`config.mk`:
```
export PLATFORM = sky130hd
export DESIGN_NAME = iord_top
export DESIGN_NICKNAME = d
export VERILOG_FILES = /design/src/core/iord_pkg.sv /design/src/core/iord_flag_bank.sv /design/src/core/iord_top.sv
export VERILOG_INCLUDE_DIRS = /design/src /design/src/core
export SDC_FILE = /design/constraint.sdc
export NUM_CORES = 1
export LEC_CHECK = 0
export CORE_UTILIZATION = 53
export CTS_CLUSTER_DIAMETER = 30
export CTS_CLUSTER_SIZE = 24
export DETAILED_ROUTE_END_ITERATION = 8
export DONT_BUFFER_PORTS = 1
export PLACE_DENSITY_LB_ADDON = 0.15
export SYNTH_ARGS = -nofsm -noshare
export SYNTH_HDL_FRONTEND = slang
export SYNTH_SLANG_ARGS = --single-unit
```
`constraint.sdc`:
```
create_clock -name clock_in -period 4.72 [get_ports clock_in]
set_input_delay 1.416 -clock clock_in [delete_from_list [all_inputs] [get_ports clock_in]]
set_output_delay 1.416 -clock clock_in [all_outputs]
set_load 0.02 [all_outputs]
```
`src/core/iord_map.svh`:
```
`ifndef IORD_MAP_SVH
`define IORD_MAP_SVH

// address space limits
`define IORD_IO_LAST     8'h3F
`define IORD_BIT_LAST    8'h1F
`define IORD_DS_OFFSET   8'h20
`define IORD_EXT_FIRST   8'h60

// direct i/o locations of the implemented registers, plus one reserved location
`define IORD_A_PB_PIN    6'h03
`define IORD_A_PB_DIR    6'h04
`define IORD_A_PB_OUT    6'h05
`define IORD_A_PC_PIN    6'h06
`define IORD_A_PC_DIR    6'h07
`define IORD_A_PC_OUT    6'h08
`define IORD_A_PD_PIN    6'h09
`define IORD_A_PD_DIR    6'h0A
`define IORD_A_PD_OUT    6'h0B
`define IORD_A_T0_FLG    6'h15
`define IORD_A_T1_FLG    6'h16
`define IORD_A_T2_FLG    6'h17
`define IORD_A_PC_FLG    6'h1B
`define IORD_A_EI_FLG    6'h1C
`define IORD_A_EI_MSK    6'h1D
`define IORD_A_RSVD      6'h10

// implemented bits per register
`define IORD_M_FULL      8'hFF
`define IORD_M_PORT_C    8'h7F
`define IORD_M_T0_FLG    8'h07
`define IORD_M_T1_FLG    8'h27
`define IORD_M_T2_FLG    8'h07
`define IORD_M_PC_FLG    8'h07
`define IORD_M_EI_FLG    8'h03
`define IORD_M_EI_MSK    8'h03

// reset value and flag bank shape
`define IORD_RST_VAL     8'h00
`define IORD_ZERO        8'h00
`define IORD_NFLAG       5
`define IORD_FI_T0       0
`define IORD_FI_T1       1
`define IORD_FI_T2       2
`define IORD_FI_PC       3
`define IORD_FI_EI       4

`endif

```
`src/core/iord_pkg.sv`:
```
package iord_pkg;

	// kinds of access the core can make
	typedef enum logic [3:0] {
		IORD_OP_NONE,
		IORD_OP_IO_IN,
		IORD_OP_IO_OUT,
		IORD_OP_SET_BIT_IN_IO,
		IORD_OP_CLEAR_BIT_IN_IO,
		IORD_OP_SKIP_IF_IO_BIT_SET,
		IORD_OP_SKIP_IF_IO_BIT_CLEAR,
		IORD_OP_DATA_SPACE_LOAD,
		IORD_OP_DATA_SPACE_STORE
	} iord_op_t;

	// one access from the core
	typedef struct packed {
		iord_op_t    op;
		logic [7:0]  addr;
		logic [2:0]  bit_sel;
		logic [7:0]  wdata;
	} iord_req_t;

	// answer to the core, one cycle after the request
	typedef struct packed {
		logic        valid;
		logic [7:0]  rdata;
		logic        skip;
	} iord_rsp_t;

	// strobe towards the extended register space
	typedef struct packed {
		logic        rd;
		logic        wr;
		logic [7:0]  addr;
		logic [7:0]  wdata;
	} iord_ext_t;

endpackage : iord_pkg

```
`src/core/iord_flag_bank.sv`:
```
`timescale 1ns/10ps
`default_nettype none

// sticky event flags, cleared by writing one
module iord_flag_bank #(
	parameter int              N    = 5,
	parameter logic [N-1:0][7:0] MASK = '0
) (
	// clock and synchronised reset
	input  wire logic              clock_in,
	input  wire logic              rstn_in,
	// events and clear strobes
	input  wire logic [N-1:0][7:0] set_in,
	input  wire logic [N-1:0][7:0] clr_in,
	// flag state
	output logic      [N-1:0][7:0] flags_out
);

	// one register per flag byte, each with a local flop of its own
	// so that no two processes ever share one variable
	for (genvar i = 0; i < N; i++) begin : g_reg
		logic [7:0] bits_r;  // sticky flags of this register
		// set is or-ed in after the clear, so an event in the
		// clearing cycle wins
		always_ff @(posedge clock_in or negedge rstn_in) begin
			if (!rstn_in)
				bits_r <= '0;
			else
				bits_r <= (set_in[i] | (bits_r & ~clr_in[i])) &
					MASK[i];
		end
		// reserved bits never hold a one
		assign flags_out[i] = bits_r;
	end

endmodule : iord_flag_bank
`default_nettype wire

```
`src/core/iord_top.sv`:
```
`timescale 1ns/10ps
`default_nettype none
`include "iord_map.svh"

module iord_top
	import iord_pkg::*;
(
	// clock and reset
	input  wire logic       clock_in,
	input  wire logic       rstn_in,
	// core access port
	input  wire iord_req_t  core_req_in,
	output iord_rsp_t       core_rsp_out,
	// extended register space
	output iord_ext_t       ext_req_out,
	input  wire logic [7:0] ext_rdata_in,
	// port pins
	input  wire logic [7:0] port_b_pin_in,
	input  wire logic [7:0] port_c_pin_in,
	input  wire logic [7:0] port_d_pin_in,
	output logic      [7:0] port_b_out,
	output logic      [7:0] port_b_dir_out,
	output logic      [7:0] port_c_out,
	output logic      [7:0] port_c_dir_out,
	output logic      [7:0] port_d_out,
	output logic      [7:0] port_d_dir_out,
	// peripheral events and flags
	input  wire logic [4:0][7:0] flag_evt_in,
	output logic      [4:0][7:0] flag_out,
	output logic      [7:0] ext_irq_mask_out
);

	// implemented bits of each flag register
	localparam logic [4:0][7:0] FLAG_MASK = {
		`IORD_M_EI_FLG, `IORD_M_PC_FLG, `IORD_M_T2_FLG,
		`IORD_M_T1_FLG, `IORD_M_T0_FLG};
	// i/o location of each flag register
	localparam logic [4:0][5:0] FLAG_ADDR = {
		`IORD_A_EI_FLG, `IORD_A_PC_FLG, `IORD_A_T2_FLG,
		`IORD_A_T1_FLG, `IORD_A_T0_FLG};

	logic [1:0]      rst_sync_r;   // reset release chain
	logic            rstn;         // synchronised reset
	logic [2:0][7:0] pin_meta_r;   // first synchroniser stage
	logic [2:0][7:0] pin_sync_r;   // second stage, safe to read
	logic [7:0]      pb_dir_r;     // port b direction
	logic [7:0]      pb_out_r;     // port b output latch
	logic [7:0]      pc_dir_r;     // port c direction
	logic [7:0]      pc_out_r;     // port c output latch
	logic [7:0]      pd_dir_r;     // port d direction
	logic [7:0]      pd_out_r;     // port d output latch
	logic [7:0]      ei_msk_r;     // external irq mask
	iord_rsp_t       rsp_r;        // registered answer
	iord_rsp_t       rsp_nxt;      // next answer

	// reset is asserted at once, released on the clock
	always_ff @(posedge clock_in or negedge rstn_in) begin
		if (!rstn_in)
			rst_sync_r <= 2'b00;
		else
			rst_sync_r <= {rst_sync_r[0], 1'b1};
	end
	assign rstn = rst_sync_r[1];

	// pins are asynchronous, so two flops before any use
	always_ff @(posedge clock_in or negedge rstn) begin
		if (!rstn) begin
			pin_meta_r <= '0;
			pin_sync_r <= '0;
		end else begin
			pin_meta_r <= {port_d_pin_in, port_c_pin_in,
				port_b_pin_in};
			pin_sync_r <= pin_meta_r;
		end
	end

	// ---- request decode ----
	iord_op_t   op;         // requested operation
	logic       is_io;      // direct in or out
	logic       is_bit;     // single-bit set or clear
	logic       is_skip;    // single-bit test
	logic       is_ds;      // data-space load or store
	logic [7:0] ds_sub;     // data address less the offset
	logic       io_ok;      // direct access inside window
	logic       bit_ok;     // bit access inside low window
	logic       ds_io;      // load/store landing on i/o
	logic       ds_ext;     // load/store on extended space
	logic       hit;        // access reaches an i/o location
	logic [5:0] io_idx;     // i/o location addressed
	logic [7:0] onehot;     // selected bit as a mask

	assign op      = core_req_in.op;
	assign is_io   = (op == IORD_OP_IO_IN) ||
		(op == IORD_OP_IO_OUT);
	assign is_bit  = (op == IORD_OP_SET_BIT_IN_IO) ||
		(op == IORD_OP_CLEAR_BIT_IN_IO);
	assign is_skip = (op == IORD_OP_SKIP_IF_IO_BIT_SET) ||
		(op == IORD_OP_SKIP_IF_IO_BIT_CLEAR);
	assign is_ds   = (op == IORD_OP_DATA_SPACE_LOAD) ||
		(op == IORD_OP_DATA_SPACE_STORE);
	assign ds_sub  = core_req_in.addr - `IORD_DS_OFFSET;

	// direct window is 0x00..0x3F, data view is shifted
	assign io_ok   = is_io && (core_req_in.addr <= `IORD_IO_LAST);
	assign ds_io   = is_ds &&
		(core_req_in.addr >= `IORD_DS_OFFSET) &&
		(core_req_in.addr < `IORD_EXT_FIRST);
	// bit instructions only reach the lowest 32
	assign bit_ok  = (is_bit || is_skip) &&
		(core_req_in.addr <= `IORD_BIT_LAST);
	// extended space only for load and store
	assign ds_ext  = is_ds && (core_req_in.addr >= `IORD_EXT_FIRST);
	assign hit     = io_ok || bit_ok || ds_io;
	assign io_idx  = is_ds ? ds_sub[5:0] : core_req_in.addr[5:0];
	assign onehot  = 8'h01 << core_req_in.bit_sel;

	// ---- read mux; reserved bits and places give zero ----
	logic [7:0] rd_val;     // current content of the location
	always_comb begin
		rd_val = `IORD_ZERO;
		if (hit) begin
			case (io_idx)
				`IORD_A_PB_PIN: rd_val = pin_sync_r[0];
				`IORD_A_PB_DIR: rd_val = pb_dir_r;
				`IORD_A_PB_OUT: rd_val = pb_out_r;
				`IORD_A_PC_PIN: rd_val = pin_sync_r[1] &
					`IORD_M_PORT_C;
				`IORD_A_PC_DIR: rd_val = pc_dir_r;
				`IORD_A_PC_OUT: rd_val = pc_out_r;
				`IORD_A_PD_PIN: rd_val = pin_sync_r[2];
				`IORD_A_PD_DIR: rd_val = pd_dir_r;
				`IORD_A_PD_OUT: rd_val = pd_out_r;
				`IORD_A_T0_FLG: rd_val = flag_out[`IORD_FI_T0];
				`IORD_A_T1_FLG: rd_val = flag_out[`IORD_FI_T1];
				`IORD_A_T2_FLG: rd_val = flag_out[`IORD_FI_T2];
				`IORD_A_PC_FLG: rd_val = flag_out[`IORD_FI_PC];
				`IORD_A_EI_FLG: rd_val = flag_out[`IORD_FI_EI];
				`IORD_A_EI_MSK: rd_val = ei_msk_r;
				default:        rd_val = `IORD_ZERO;
			endcase
		end
	end

	// ---- write path ----
	logic       wr_full;    // whole-byte write
	logic       set_b;      // single-bit set
	logic       clr_b;      // single-bit clear
	logic       wr_any;     // any write to the location
	logic [7:0] new_val;    // value for plain registers
	logic [7:0] w1c_val;    // clear pattern for flag registers

	assign wr_full = hit && ((op == IORD_OP_IO_OUT) ||
		(op == IORD_OP_DATA_SPACE_STORE));
	assign set_b   = bit_ok && (op == IORD_OP_SET_BIT_IN_IO);
	assign clr_b   = bit_ok && (op == IORD_OP_CLEAR_BIT_IN_IO);
	assign wr_any  = wr_full || set_b || clr_b;
	// read-modify-write touches only the named bit
	assign new_val = wr_full ? core_req_in.wdata :
		set_b ? (rd_val | onehot) : (rd_val & ~onehot);
	// bit set clears just that flag, bit clear writes zero
	assign w1c_val = wr_full ? core_req_in.wdata :
		set_b ? onehot : `IORD_ZERO;

	logic we_pb_dir, we_pb_out, we_pc_dir, we_pc_out;
	logic we_pd_dir, we_pd_out, we_ei_msk;
	assign we_pb_dir = wr_any && (io_idx == `IORD_A_PB_DIR);
	assign we_pb_out = wr_any && (io_idx == `IORD_A_PB_OUT);
	assign we_pc_dir = wr_any && (io_idx == `IORD_A_PC_DIR);
	assign we_pc_out = wr_any && (io_idx == `IORD_A_PC_OUT);
	assign we_pd_dir = wr_any && (io_idx == `IORD_A_PD_DIR);
	assign we_pd_out = wr_any && (io_idx == `IORD_A_PD_OUT);
	assign we_ei_msk = wr_any && (io_idx == `IORD_A_EI_MSK);

	// plain registers; reserved bits are masked off on write
	always_ff @(posedge clock_in or negedge rstn) begin
		if (!rstn) begin
			pb_dir_r <= `IORD_RST_VAL;
			pb_out_r <= `IORD_RST_VAL;
			pc_dir_r <= `IORD_RST_VAL;
			pc_out_r <= `IORD_RST_VAL;
			pd_dir_r <= `IORD_RST_VAL;
			pd_out_r <= `IORD_RST_VAL;
			ei_msk_r <= `IORD_RST_VAL;
		end else begin
			if (we_pb_dir) pb_dir_r <= new_val;
			if (we_pb_out) pb_out_r <= new_val;
			if (we_pc_dir) pc_dir_r <= new_val & `IORD_M_PORT_C;
			if (we_pc_out) pc_out_r <= new_val & `IORD_M_PORT_C;
			if (we_pd_dir) pd_dir_r <= new_val;
			if (we_pd_out) pd_out_r <= new_val;
			if (we_ei_msk) ei_msk_r <= new_val & `IORD_M_EI_MSK;
		end
	end

	// ---- flag registers ----
	logic [4:0][7:0] flag_clr;  // clear strobes per flag register
	for (genvar k = 0; k < `IORD_NFLAG; k++) begin : g_fclr
		assign flag_clr[k] = (wr_any && (io_idx == FLAG_ADDR[k])) ?
			w1c_val : `IORD_ZERO;
	end

	iord_flag_bank #(
		.N    (`IORD_NFLAG),
		.MASK (FLAG_MASK)
	) iord_flag_bank_inst (
		.clock_in  (clock_in),
		.rstn_in   (rstn),
		.set_in    (flag_evt_in),
		.clr_in    (flag_clr),
		.flags_out (flag_out)
	);

	// ---- answer to the core, always one cycle later ----
	logic sel_bit;          // tested bit of the location
	assign sel_bit = rd_val[core_req_in.bit_sel];
	always_comb begin
		rsp_nxt       = '0;
		rsp_nxt.valid = (op != IORD_OP_NONE);
		if (op == IORD_OP_IO_IN || op == IORD_OP_DATA_SPACE_LOAD)
			rsp_nxt.rdata = ds_ext ? ext_rdata_in : rd_val;
		if (bit_ok && op == IORD_OP_SKIP_IF_IO_BIT_SET)
			rsp_nxt.skip = sel_bit;
		if (bit_ok && op == IORD_OP_SKIP_IF_IO_BIT_CLEAR)
			rsp_nxt.skip = ~sel_bit;
	end

	always_ff @(posedge clock_in or negedge rstn) begin
		if (!rstn)
			rsp_r <= '0;
		else
			rsp_r <= rsp_nxt;
	end

	// extended space strobe is combinational so its read data
	// lands in the same answer cycle as an i/o read
	always_comb begin
		ext_req_out       = '0;
		ext_req_out.rd    = ds_ext &&
			(op == IORD_OP_DATA_SPACE_LOAD);
		ext_req_out.wr    = ds_ext &&
			(op == IORD_OP_DATA_SPACE_STORE);
		ext_req_out.addr  = ds_ext ? core_req_in.addr : `IORD_ZERO;
		ext_req_out.wdata = ds_ext ? core_req_in.wdata : `IORD_ZERO;
	end

	// ---- outputs ----
	assign core_rsp_out     = rsp_r;
	assign port_b_out       = pb_out_r;
	assign port_b_dir_out   = pb_dir_r;
	assign port_c_out       = pc_out_r;
	assign port_c_dir_out   = pc_dir_r;
	assign port_d_out       = pd_out_r;
	assign port_d_dir_out   = pd_dir_r;
	assign ext_irq_mask_out = ei_msk_r;
endmodule : iord_top
`default_nettype wire

```
==> impl_metrics.toml <==
[final_layout]
stdcell_count = 678
drive_above_1_share = 0.217
stdcell_area_mm2 = 0.00656
final_util = 0.600
syn_to_final_growth_pct = 9.01
n_fill_cell = 870
nNetsFinal = 622
multi_input_area_mm2 = 0.00265
diodes = 0
regArea_mm2 = 0.00303

[critical_path]
crit_chain = "nor3_1, nand2_1, a21oi_1, buf_4, and2_1"
crit_fanout = 22
worst_setup_path_end_kind = "primary output"
crit_path_top_delay_cell = "and2_1"
criticalPathCategory = "input pin to primary output"
cpPeakStageDelay_ps = 290
rr_worst_depth = 7
crit_arrival_ps = 2450
critPathLaunchType = "input pin"
r2r_slack_ps = 2180
r2r_end = "core_rsp_out[0]"
crit_required_ps = 3300
r2r_start = "port_c_dir_out[6]"

[job]
maxCapViolCount = 0

[placed_design]
numPortBuffers = 0
dp.cells = 646
place_area_mm2 = 0.00594
place.gp.congestion = 0.894
hpwl_um = 11100

[synth]
yosys_warnings = 0
synth_edf_count = 0
async_reset_ff_frac = 1.00
yosysSeqAreaShare = 0.503
synth_area_mm2 = 0.00601
ys.flop_type = "dfrtp_1"
synth_cells = 529
ys_ff_latch = 121
synthDistinctLibCells = 71
synth.avg_cell_area_um2 = 11.4

[pwr]
p_total_mw = 2.55
powerDensity_mw_per_mm2 = 390
leakage_nw = 2.86
ir_drop_uv = 309

[timing]
fmax_mhz = 259
finalCritPeriodShare = 0.818
final-setup-viol-count = 0
min_period_ps = 3860
worstMarginPinSlew_ps = 1000
slew_violations = 0
hold_violations = 0
fin_tns_setup_ps = 0
grt_setup_unrepaired = "no"
maxSlewHeadroom = 0.331
clock-skew-final_ps = 6.87

[route]
wl_met1_um = 5890
dr_wl_met2_um = 7490
drtPass1Iterations = 5
viasPerCell = 6.17
wl_um = 15300
drc = 0
met3WireLength_um = 1560
drtIter0Drc = 335
antenna_left = 0
routed.top_layer = "met4"
vias = 4183
wl_per_cell_um = 22.6

[global_routing]
grt_start_max_net_pins = 78
grt_pass1_wl_um = 23300
grt_overflow = 0
antenna_found_initial = 0
track_usage = 0.273
grt_pass1_vias = 4193

[die]
ios = 221
rows = 38
die_w_um = 109
initial_core_util = 0.550
core_region_area_mm2 = 0.0109
dieArea_mm2 = 0.0118
fp.dieH_um = 109

[cts]
ctsHoldBuffers = 0
clk_pin_slew_ps = 50
postCtsSetupBuffers = 0
clk_latency_ps = 420
numCtsBuffers = 17
cts_buffer_depth = 2
cts.htree.levels = 4
cts_tree = "yes"
root_buffer = "clkbuf_16"
cts_sinks = 121
cts_resized = 0

[worst_hold_path]
min_from = "pin_meta_r[8]"
worst_hold_path_type = "register to register"
holdPathStages = 0
min_to = "pin_sync_r[8]"

[status]
status = "complete, no violations"
-- flip-flops by register name (all words and copies together) (netlist names) --
| register | cells |
|---|---|
| core_rsp_out | 10 |
| ext_irq_mask_out | 2 |
| iord_flag_bank_inst.g.bits_r | 15 |
| pin_meta_r | 23 |
| pin_sync_r | 23 |
| port_b_dir_out | 8 |
| port_b_out | 8 |
| port_c_dir_out | 7 |
| port_c_out | 7 |
| port_d_dir_out | 8 |
| port_d_out | 8 |
| rst_sync_r | 2 |
-- metrics by stage --
stage               hold slack [ps]  worst slack (ps)
finish                          345               857
global route                    347               764
CTS                             347               858
detailed placement              335               861
global placement                331               905
floorplan                       331               629
-- routing by layer --
metal / vias to the layer above / GRT usage
met5: - / 0
met4: 0 / 0.114
met3: 36 / 0.108
met2: 228 / 0.433
met1: 2083 / 0.330
li1: 1836 / -
-- synthesized netlist by cell type, types with 9 or more instances --
| master | n | area share |
|---|---|---|
| nor2_1 | 15 | 0.0094 |
| a22oi_1 | 13 | 0.016 |
| dfrtp_1 | 121 | 0.50 |
| mux2_2 | 55 | 0.10 |
| nand2b_1 | 21 | 0.022 |
| inv_1 | 10 | 0.0062 |
| buf_2 | 13 | 0.011 |
| a21oi_1 | 18 | 0.015 |
| and2_1 | 21 | 0.022 |
| nand3_1 | 9 | 0.0075 |
| nor2b_1 | 9 | 0.0094 |
| nand2_1 | 30 | 0.019 |
| buf_4 | 37 | 0.046 |
| o21ai_0 | 24 | 0.020 |
-- power breakdown --
| group | switching, mW | internal, mW |
|---|---|---|
| clock network | 0.465 | 0.873 |
| logic | 0.0896 | 0.0453 |
| registers | 0.0212 | 1.06 |
| total | 0.576 | 1.98 |
-- worst max-delay path by stage --
| stage | from | to | cells after the start |
|---|---|---|---|
| after floorplan | core_req_in[21] | ext_req_out[10] | 6 |
| after global placement | core_req_in[21] | ext_req_out[6] | 5 |
| after detailed placement | core_req_in[21] | ext_req_out[11] | 5 |
| after CTS | core_req_in[21] | ext_req_out[11] | 5 |
| after global routing | core_req_in[21] | ext_req_out[11] | 5 |
| final | core_req_in[21] | ext_req_out[11] | 5 |
-- critical path, delay by kind of cell --
kind            cells  cell delay (ps)
compound gates      1              150
buf+inv             1              250
simple gates        3              630
-- kinds of logic after synthesis --
| logic type | count (synthesis) | synth area share |
|---|---|---|
| flip-flops | 121 | 0.503 |
| multiplexers | 67 | 0.132 |
| other | 2 | 0.00125 |
| XOR/XNOR | 3 | 0.00437 |
| AO/OA/AOI/OAI | 110 | 0.131 |
| AND/OR/NAND/NOR | 154 | 0.152 |
| buffers and inverters | 72 | 0.0763 |
-- final cells by class --
cell class,count,area share
tap,140,0.0267
inverter,11,0.00630
clock inverter,10,0.0216
timing repair buffer,6,0.00687
sequential,121,0.462
clock buffer,22,0.0723
multi-input combinational,368,0.404
-- layout by cell type, fill, tap and decap left out, types with 4 or more instances in the layout --
cell type  instances
nor2_1            15
mux2_2            55
inv_1             10
nand3_1            9
nand3b_1           8
nor2b_1            9
nand2_1           30
and3_1             5
a32oi_1            4
nor3_1             7
o21ai_0           24
buf_4              6
mux4_2             4
a31oi_1            5
a221o_1            4
nand3_2            5
nand2b_1          21
o21ai_1            4
dfrtp_1          120
nor3b_1            4
and2_1            21
clkbuf_16         17
mux2i_1            6
conb_1            34
a21o_1             4
a21oi_1           18
a22oi_1           13
(Power assumes the default switching activity.)
